<file path="src/intvec_pkg.sv">
/*
  Package for the interrupt vector configuration block: register indices,
  field positions, widths and reset values.
  Assumes: included before every other design file of the block.
*/
package intvec_pkg;
  // ==========================================================================
  // register map (word index; byte address is four times this)
  localparam logic [3:0] IDX_CONTROL = 4'h0;
  localparam logic [3:0] IDX_SHADOW = 4'h1;
  localparam logic [3:0] IDX_RELOAD = 4'h2;
  localparam logic [3:0] IDX_TIMER = 4'h3;
  localparam logic [3:0] IDX_SHADOW_OUT = 4'h4;

  // ==========================================================================
  // field positions of interrupt_control
  localparam int VS_LSB = 16;
  localparam int VS_W = 7;
  localparam int MULTI_VECTOR_SELECT_BIT = 12;
  localparam int TPC_LSB = 8;
  localparam int TPC_W = 3;
  localparam int EDGE_W = 5;
  localparam logic [31:0] CONTROL_MASK = 32'h007F_171F;
  localparam logic [31:0] SHADOW_MASK = 32'hFFFF_FFF1;
  localparam logic [31:0] RESET_VALUE = 32'h0000_0000;

  // ==========================================================================
  // shadow selects and spacing
  localparam int SS_W = 4;
  localparam int LEVELS = 7;
  localparam int SS0_BIT = 0;
  localparam int SPACING_BASE_SHIFT = 3;
  localparam logic [9:0] SPACING_UNIT = 10'h001;
  localparam logic [3:0] SHADOW_SET_NONE = 4'h0;
  localparam logic [2:0] TPC_OFF = 3'h0;
  localparam logic [2:0] TPC_ONLY_ONE = 3'h1;
  localparam logic [2:0] PRIO_ONE = 3'h1;
endpackage

</file>
<file path="src/interrupt_vector_config.sv">
/*
  Interrupt vector configuration: control and shadow select registers,
  vector offset and shadow set selection, proximity timer start, and
  external interrupt edge polarity.
  Assumes: a plain register port with read data one cycle after the strobe;
  the arbiter supplies the winning request number and group priority.
*/
// Behaviour
// - The spacing field gives 0 bytes when zero, else 8 shifted left by the set bit position.
// - In single-vectored operation the spacing field is ignored and the offset is zero.
// - Control bit 12 selects multivectored operation when one and single-vectored when zero.
// - A proximity field of 000 disables the proximity timer entirely.
// - A proximity field N of 2 to 7 lets interrupts of priority N or lower start the timer.
// - A proximity field of 001 lets only priority 1 interrupts start the timer.
// - Control bits 4 to 0 choose rising edge when one and falling edge when zero per input.
// - Each level's four-bit selector 0001 chooses shadow set 1 and 0000 chooses set 0.
// - Level selectors sit in nibbles from level 7 at bits 31-28 down to level 1 at bits 7-4.
// - Per-level selectors have no effect in single-vectored operation.
// - Shadow bit 0 presents the single vector with a shadow set when one, else none.
// - Unimplemented bits of both configuration registers read as zero.
// - All implemented bits are readable and writable and clear to zero at reset.
// - A timer trigger loads the count from the 32-bit software reload register.
`timescale 1ns/10ps
module interrupt_vector_config (
  input wire logic clk_sys,
  input wire logic reset,
  input wire logic [3:0] reg_addr,
  input wire logic [31:0] reg_wdata,
  input wire logic reg_write,
  input wire logic reg_read,
  output logic [31:0] reg_rdata,
  input wire logic [4:0] ext_irq_pin,
  output logic [4:0] ext_irq_edge,
  input wire logic irq_valid,
  input wire logic [7:0] irq_number,
  input wire logic [2:0] irq_priority,
  output logic vector_valid,
  output logic [15:0] vector_offset,
  output logic [3:0] vector_shadow_set,
  output logic vector_shadow_used,
  output logic timer_expired,
  output logic timer_running
);
  // ==========================================================================
  // configuration registers
  logic [31:0] interrupt_control;
  logic [31:0] priority_shadow_select;
  logic [31:0] proximity_reload;

  wire logic [6:0] vector_spacing = interrupt_control[intvec_pkg::VS_LSB +: intvec_pkg::VS_W];
  wire logic multi_vector_select = interrupt_control[intvec_pkg::MULTI_VECTOR_SELECT_BIT];
  wire logic [2:0] proximity_timer_threshold =
    interrupt_control[intvec_pkg::TPC_LSB +: intvec_pkg::TPC_W];
  wire logic [4:0] edge_sel = interrupt_control[intvec_pkg::EDGE_W-1:0];
  wire logic ext_irq_a_edge_sel = edge_sel[0];
  wire logic ext_irq_b_edge_sel = edge_sel[1];
  wire logic ext_irq_c_edge_sel = edge_sel[2];
  wire logic ext_irq_d_edge_sel = edge_sel[3];
  wire logic ext_irq_e_edge_sel = edge_sel[4];
  wire logic single_vector_shadow_enable = priority_shadow_select[intvec_pkg::SS0_BIT];

  // ==========================================================================
  // register decode
  wire logic hit_control = (reg_addr == intvec_pkg::IDX_CONTROL);
  wire logic hit_shadow = (reg_addr == intvec_pkg::IDX_SHADOW);
  wire logic hit_reload = (reg_addr == intvec_pkg::IDX_RELOAD);
  wire logic hit_timer = (reg_addr == intvec_pkg::IDX_TIMER);
  wire logic hit_shadow_out = (reg_addr == intvec_pkg::IDX_SHADOW_OUT);

  // writes mask off unimplemented bits so they can never read back as one
  always_ff @(posedge clk_sys) begin
    if (reset) begin
      interrupt_control <= intvec_pkg::RESET_VALUE;
      priority_shadow_select <= intvec_pkg::RESET_VALUE;
      proximity_reload <= intvec_pkg::RESET_VALUE;
    end else if (reg_write) begin
      if (hit_control) begin
        interrupt_control <= reg_wdata & intvec_pkg::CONTROL_MASK;
      end
      if (hit_shadow) begin
        priority_shadow_select <= reg_wdata & intvec_pkg::SHADOW_MASK;
      end
      if (hit_reload) begin
        proximity_reload <= reg_wdata;
      end
    end
  end

  // ==========================================================================
  // read path
  logic [31:0] timer_count;
  logic [31:0] next_rdata;
  always_comb begin
    next_rdata = 32'h0000_0000; // unmapped indices read as zero
    if (hit_control) next_rdata = interrupt_control;
    if (hit_shadow) next_rdata = priority_shadow_select;
    if (hit_reload) next_rdata = proximity_reload;
    if (hit_timer) next_rdata = timer_count;
    if (hit_shadow_out) next_rdata = {27'h0, vector_shadow_used, vector_shadow_set};
  end

  // read data stand only in the cycle after the strobe
  always_ff @(posedge clk_sys) begin
    if (reset) reg_rdata <= 32'h0000_0000;
    else reg_rdata <= reg_read ? next_rdata : 32'h0000_0000;
  end

  // ==========================================================================
  // helper functions
  // one-hot spacing to byte count; reserved patterns are left to software
  function automatic logic [9:0] spacing_bytes(input logic [6:0] vs);
    logic [9:0] acc;
    acc = 10'h000;
    for (int k = 0; k < intvec_pkg::VS_W; k++) begin
      if (vs[k]) acc = acc | 10'(intvec_pkg::SPACING_UNIT << (k + intvec_pkg::SPACING_BASE_SHIFT));
    end
    return acc;
  endfunction

  // nibble for level 1..7; level 7 is the top nibble
  function automatic logic [3:0] level_select(input logic [31:0] ss, input logic [2:0] lvl);
    logic [3:0] r;
    r = intvec_pkg::SHADOW_SET_NONE;
    for (int l = 1; l <= intvec_pkg::LEVELS; l++) begin
      if (lvl == 3'(l)) r = ss[l*intvec_pkg::SS_W +: intvec_pkg::SS_W];
    end
    return r;
  endfunction

  // ==========================================================================
  // vector presentation
  wire logic [9:0] spacing = spacing_bytes(vector_spacing);
  // offset is the low 16 bits of number times spacing; a single vector always sits at offset zero
  wire logic [17:0] full_offset = 18'(irq_number * spacing);
  wire logic [15:0] multi_offset = full_offset[15:0];
  wire logic [15:0] next_offset = multi_vector_select ? multi_offset : 16'h0000;
  wire logic [3:0] level_set = level_select(priority_shadow_select, irq_priority);
  // level selectors apply only in multivectored mode
  wire logic [3:0] next_set = multi_vector_select ? level_set : intvec_pkg::SHADOW_SET_NONE;
  wire logic next_used = multi_vector_select ? 1'b1 : single_vector_shadow_enable;

  always_ff @(posedge clk_sys) begin
    if (reset) begin
      vector_valid <= 1'b0;
      vector_offset <= 16'h0000;
      vector_shadow_set <= intvec_pkg::SHADOW_SET_NONE;
      vector_shadow_used <= 1'b0;
    end else begin
      vector_valid <= irq_valid;
      if (irq_valid) begin
        vector_offset <= next_offset;
        vector_shadow_set <= next_set;
        vector_shadow_used <= next_used;
      end
    end
  end

  // ==========================================================================
  // proximity timer start
  wire logic timer_off = (proximity_timer_threshold == intvec_pkg::TPC_OFF);
  wire logic prio_ok = (proximity_timer_threshold == intvec_pkg::TPC_ONLY_ONE) ?
    (irq_priority == intvec_pkg::PRIO_ONE) :
    (irq_priority <= proximity_timer_threshold);
  wire logic timer_start = irq_valid & ~timer_off & prio_ok;

  proximity_timer u_timer (
    .clk_sys(clk_sys),
    .reset(reset),
    .trigger(timer_start),
    .disable_timer(timer_off),
    .reload(proximity_reload),
    .count(timer_count),
    .running(timer_running),
    .expired(timer_expired)
  );

  // ==========================================================================
  // external interrupt inputs
  wire logic [4:0] polarity = {ext_irq_e_edge_sel, ext_irq_d_edge_sel, ext_irq_c_edge_sel,
    ext_irq_b_edge_sel, ext_irq_a_edge_sel};
  genvar g;
  generate
    for (g = 0; g < intvec_pkg::EDGE_W; g++) begin : g_ext
      ext_edge_detect u_edge (
        .clk_sys(clk_sys),
        .reset(reset),
        .pin(ext_irq_pin[g]),
        .rising_sel(polarity[g]),
        .edge_pulse(ext_irq_edge[g])
      );
    end
  endgenerate
endmodule

</file>
<file path="src/ext_edge_detect.sv">
/*
  One external interrupt input: two-stage synchroniser and edge detector
  with selectable polarity.
  Assumes: the pin is asynchronous to clk_sys; polarity comes from a register.
*/
`timescale 1ns/10ps
module ext_edge_detect (
  input wire logic clk_sys,
  input wire logic reset,
  input wire logic pin,
  input wire logic rising_sel,
  output logic edge_pulse
);
  // ==========================================================================
  // synchroniser
  logic sync_a;
  logic sync_b;
  logic last;
  // sync_a is read only by sync_b, to keep metastability contained
  always_ff @(posedge clk_sys) begin
    if (reset) begin
      sync_a <= 1'b0;
      sync_b <= 1'b0;
      last <= 1'b0;
    end else begin
      sync_a <= pin;
      sync_b <= sync_a;
      last <= sync_b;
    end
  end

  // ==========================================================================
  // edge decode; polarity is sampled each cycle so a change acts on later edges
  wire logic rise = sync_b & ~last;
  wire logic fall = ~sync_b & last;
  assign edge_pulse = rising_sel ? rise : fall;
endmodule

</file>
<file path="src/proximity_timer.sv">
/*
  Interrupt proximity timer: loads the reload value on a trigger and counts
  down to zero, flagging expiry for one cycle.
  Assumes: trigger is a one-cycle pulse from the configuration logic.
*/
`timescale 1ns/10ps
module proximity_timer (
  input wire logic clk_sys,
  input wire logic reset,
  input wire logic trigger,
  input wire logic disable_timer,
  input wire logic [31:0] reload,
  output logic [31:0] count,
  output logic running,
  output logic expired
);
  // ==========================================================================
  // countdown
  wire logic at_one = (count == 32'h0000_0001);
  always_ff @(posedge clk_sys) begin
    if (reset || disable_timer) begin
      count <= 32'h0000_0000;
      running <= 1'b0;
      expired <= 1'b0;
    end else if (trigger) begin
      count <= reload;
      running <= (reload != 32'h0000_0000);
      expired <= 1'b0;
    end else if (running) begin
      count <= count - 32'h0000_0001;
      running <= ~at_one;
      expired <= at_one;
    end else begin
      expired <= 1'b0;
    end
  end
endmodule

</file>
<file path="config.mk">
export PLATFORM = sky130hd
export DESIGN_NAME = interrupt_vector_config
export DESIGN_NICKNAME = d
export VERILOG_FILES = /design/src/intvec_pkg.sv /design/src/interrupt_vector_config.sv /design/src/ext_edge_detect.sv /design/src/proximity_timer.sv
export SDC_FILE = /design/constraint.sdc
export NUM_CORES = 1
export LEC_CHECK = 0
export ABC_AREA = 1
export BUFFER_PORTS_ARGS = -buffer_cell sky130_fd_sc_hd__buf_4
export CAP_MARGIN = 20
export CORE_MARGIN = 2
export CORE_UTILIZATION = 26
export DETAILED_ROUTE_END_ITERATION = 6
export GPL_TIMING_DRIVEN = 0
export PLACE_DENSITY = 0.53
export SLEW_MARGIN = 25
export SYNTH_ARGS = -nofsm -noshare
export SYNTH_HDL_FRONTEND = slang
export SYNTH_SLANG_ARGS = --single-unit
</file>
<file path="constraint.sdc">
create_clock -name clk_sys -period 10 [get_ports clk_sys]
set_input_delay 0.5 -clock clk_sys [delete_from_list [all_inputs] [get_ports clk_sys]]
set_output_delay 0.5 -clock clk_sys [all_outputs]
set_load 0.1 [all_outputs]
</file>
==> summary.md <==
| Metric | Value |
|---|---|
| Worst R2R Path Depth | `18` |
| Clock Root Buffer | `clkbuf_16` |
| Global routing usage on met2 | `0.2657` |
| Final min period | `4.475 ns` |
| Hold_buf cts | `0` |
| M1 GR Usage | `0.2628` |
| Chip width | `200.1 um` |
| Setup repair bufs after CTS | `0` |
| Global Route met3 Usage | `0.02636` |
| H-tree levels | `4` |
| Peak fanout along the critical path | `9` |
| Reg clk slew, reported paths | `0.07 ns` |
| Worst VDD drop | `0.1260 mV` |
| Pwr/cell area | `127.5 nW/um2` |
| RSZ-0062 raised after global routing | `false` |
| Final #Nets | `1727` |
| Skew-Pair Late Insertion Delay | `0.44 ns` |
| Most frequent cells in the layout | `nand2_1, inv_1, dfxtp_1` |
| Largest net degree at the start of global routing | `17` |
| Synth Register Bits | `177` |
| Hold path depth | `3` |
| FP Rows | `71` |
| CTS Buf Count | `17` |
| Dpl hpwl | `28.82 mm` |
| Max-slew violation count | `0` |
| Yosys cell types | `38` |
| DR vias/cell | `4.617` |
| Die footprint | `40040 um2` |
| Commonest non-fill, non-tap cell in the layout | `nand2_1` |
| Non-Filler Instances | `2132` |
| Final clock period utilization by the worst path | `0.4475` |
| First-pass GRT wire length | `55.10 mm` |
| Skew final | `0.009807 ns` |
| LEAKAGE | `5.675 nW` |
| Setup TNS Final | `0 ns` |
| RePlAce Congestion | `0.9096` |
| Avg Cell Area, Syn | `6.783 um2` |
| Inst Count DP | `2100` |
| Core footprint | `37760 um2` |
| Die height | `200.1 um` |
| Layout cells sized above 1 | `0.1166` |
| Sequential cell area fraction in the yosys report | `0.3544` |
| Busiest layer in global routing | `met2` |
| Starting Density | `0.2648` |
| Worst Tran Pin Value | `0.7208 ns` |
| Startpoint Class | `register` |
| Hold WC Path Type | `in -> reg` |
| First-pass detailed-route iteration total | `6` |
| Ant diodes | `0` |
| Clk sinks | `177` |
| Data required, critical path | `10.30 ns` |
| Grt ovf | `0` |
| IO buf count | `113` |
| I/O Pins | `118` |
| GRT Total Usage | `0.1778` |
| Area delta synth->final | `20.75%` |
| Routed Wire Length | `35.55 mm` |
| Post-Syn Area | `9998 um2` |
| Slew margin rel. | `0.5195` |
| Vias in the first global route | `9442` |
| CTS tree | `yes` |
| DRT iter0 DRCs | `755` |
| DRC | `0` |
| Fmax | `0.2235 GHz` |
| Arrival time at the worst endpoint | `4.77 ns` |
| Synth Instances | `1474` |
| Final setup fails | `0` |
| CTS-repair resized insts | `0` |
| WS Path Type | `reg -> reg` |
| Vias | `9843` |
| CTS Buffer Depth | `2` |
| Maxcap violations | `0` |
| Syn. warnings | `0` |
| Final hold viol count | `0` |
| Antenna violations before repair | `0` |
| CP Capture Type | `register` |
| Routed Antenna Nets | `0` |
| Outcome | `complete, no violations` |
| Wire length per cell | `16.67 um` |
-- flip-flops by register name, summed over array words and instances, names as in the netlist, 5 cells and up --
signal	count
proximity_reload	32
reg_rdata	32
u_timer.count	32
priority_shadow_select	29
interrupt_control	16
vector_offset	13
g_ext.u_edge.last	5
g_ext.u_edge.sync_a	5
g_ext.u_edge.sync_b	5
-- per-stage QoR --
step,power [W],hold slack (ns),worst slack (ns),instance area (um2),util
3_5_place_dp,0.0008699,0.3955,5.512,11490,0.3044
5_1_grt,0.001591,0.2522,5.156,12070,0.3198
6_report,0.001539,0.2542,5.525,12070,0.3198
4_1_cts,0.001547,0.2457,5.481,12070,0.3198
3_3_place_gp,0.0008690,0.3891,5.548,11490,0.3044
2_1_floorplan,0.0008119,0.3883,6.076,10010,-
-- synth_stat cells --
| master | n | area [um2] |
|---|---|---|
| nand4_1 | 13 | 81.33 |
| nor2_2 | 5 | 31.28 |
| and2_1 | 1 | 6.260 |
| buf_4 | 17 | 127.6 |
| a32oi_1 | 1 | 8.760 |
| inv_1 | 222 | 833.3 |
| nand2_2 | 1 | 6.260 |
| o22ai_1 | 19 | 118.9 |
| clkinv_1 | 3 | 11.26 |
| clkbuf_1 | 35 | 131.4 |
| o211ai_1 | 3 | 22.52 |
| buf_6 | 2 | 22.52 |
| a21o_1 | 2 | 15.01 |
| nor4_1 | 5 | 31.28 |
| a21oi_1 | 161 | 805.8 |
| inv_2 | 6 | 22.52 |
| a221oi_1 | 6 | 52.55 |
| xor2_1 | 7 | 61.31 |
| nand3_1 | 87 | 435.4 |
| ha_1 | 33 | 412.9 |
| o21a_1 | 1 | 7.510 |
| conb_1 | 1 | 3.750 |
| buf_2 | 11 | 55.05 |
| o21bai_1 | 2 | 15.01 |
| a31oi_1 | 12 | 75.07 |
| a41oi_1 | 2 | 17.52 |
| fa_1 | 29 | 580.6 |
| nor3_1 | 7 | 35.03 |
| buf_1 | 2 | 7.510 |
| nand3b_1 | 2 | 15.01 |
| dfxtp_1 | 177 | 3543 |
| nor2_1 | 144 | 540.5 |
| nor2_4 | 1 | 11.26 |
| xnor2_1 | 7 | 61.31 |
| nand3_2 | 2 | 20.02 |
| nor3_2 | 1 | 10.01 |
| nand2_1 | 368 | 1381 |
| o21ai_0 | 76 | 380.4 |
-- kinds of logic (layout without fill, tap and decap cells) --
kind of cell,Yosys count,in the layout,share of synthesized area
simple gates,637,637,0.2605
buf+inv,298,443,0.1211
compound gates,285,285,0.1519
flops,177,177,0.3544
fa+ha+maj,62,62,0.09936
xor+xnor,14,14,0.01226
other cells,1,3,0.0003751
-- worst paths after layout --
path | from | endpoint | slack (ns)
worst max register to register | interrupt_control[16] | vector_offset[15] | 5.53
worst min register to register | g_ext[1].u_edge.sync_a | g_ext[1].u_edge.sync_b | 0.40
worst max-delay path | interrupt_control[16] | vector_offset[15] | 5.53
worst min-delay path | ext_irq_pin[2] | g_ext[2].u_edge.sync_a | 0.25
-- power by group --
| part | total, W | internal [W] | switching, W |
|---|---|---|---|
| Combinational | 0.000137 | 0.0000425 | 0.0000941 |
| Sequential | 0.000719 | 0.000713 | 0.00000540 |
| Clock | 0.000684 | 0.000377 | 0.000307 |
| Total | 0.00154 | 0.00113 | 0.000406 |
-- routing by layer --
layer	vias up	routed length [um]
li1	4943	-
met1	4585	17800
met2	279	15150
met3	36	1893
met4	0	708
met5	-	0
-- worst max-delay path: stages, from the launching register on --
cell and delay, ns:
dfxtp_1 0.31, clkbuf_1 0.40, nand2_1 0.16, fa_1 0.53, fa_1 0.56, inv_1 0.06, fa_1 0.54, inv_1 0.06
fa_1 0.54, inv_1 0.05, ha_1 0.35, a21oi_1 0.31, nand2_1 0.09, nand2_1 0.06, nand3_1 0.08, inv_1 0.06
nand2_1 0.05, nand3_1 0.06, a21oi_1 0.07
-- area by class of cell --
class | count | area, um2
repair buffers | 113 | 848.3
multi-input cells | 1001 | 5251
well taps | 511 | 639.4
inverters | 231 | 867.1
fillers | 4168 | 25680
plain buffers | 67 | 344.1
flip-flops and latches | 177 | 3543
clock buffers | 20 | 446.7
clock inverters | 12 | 132.6
(Power assumes the default switching activity.)
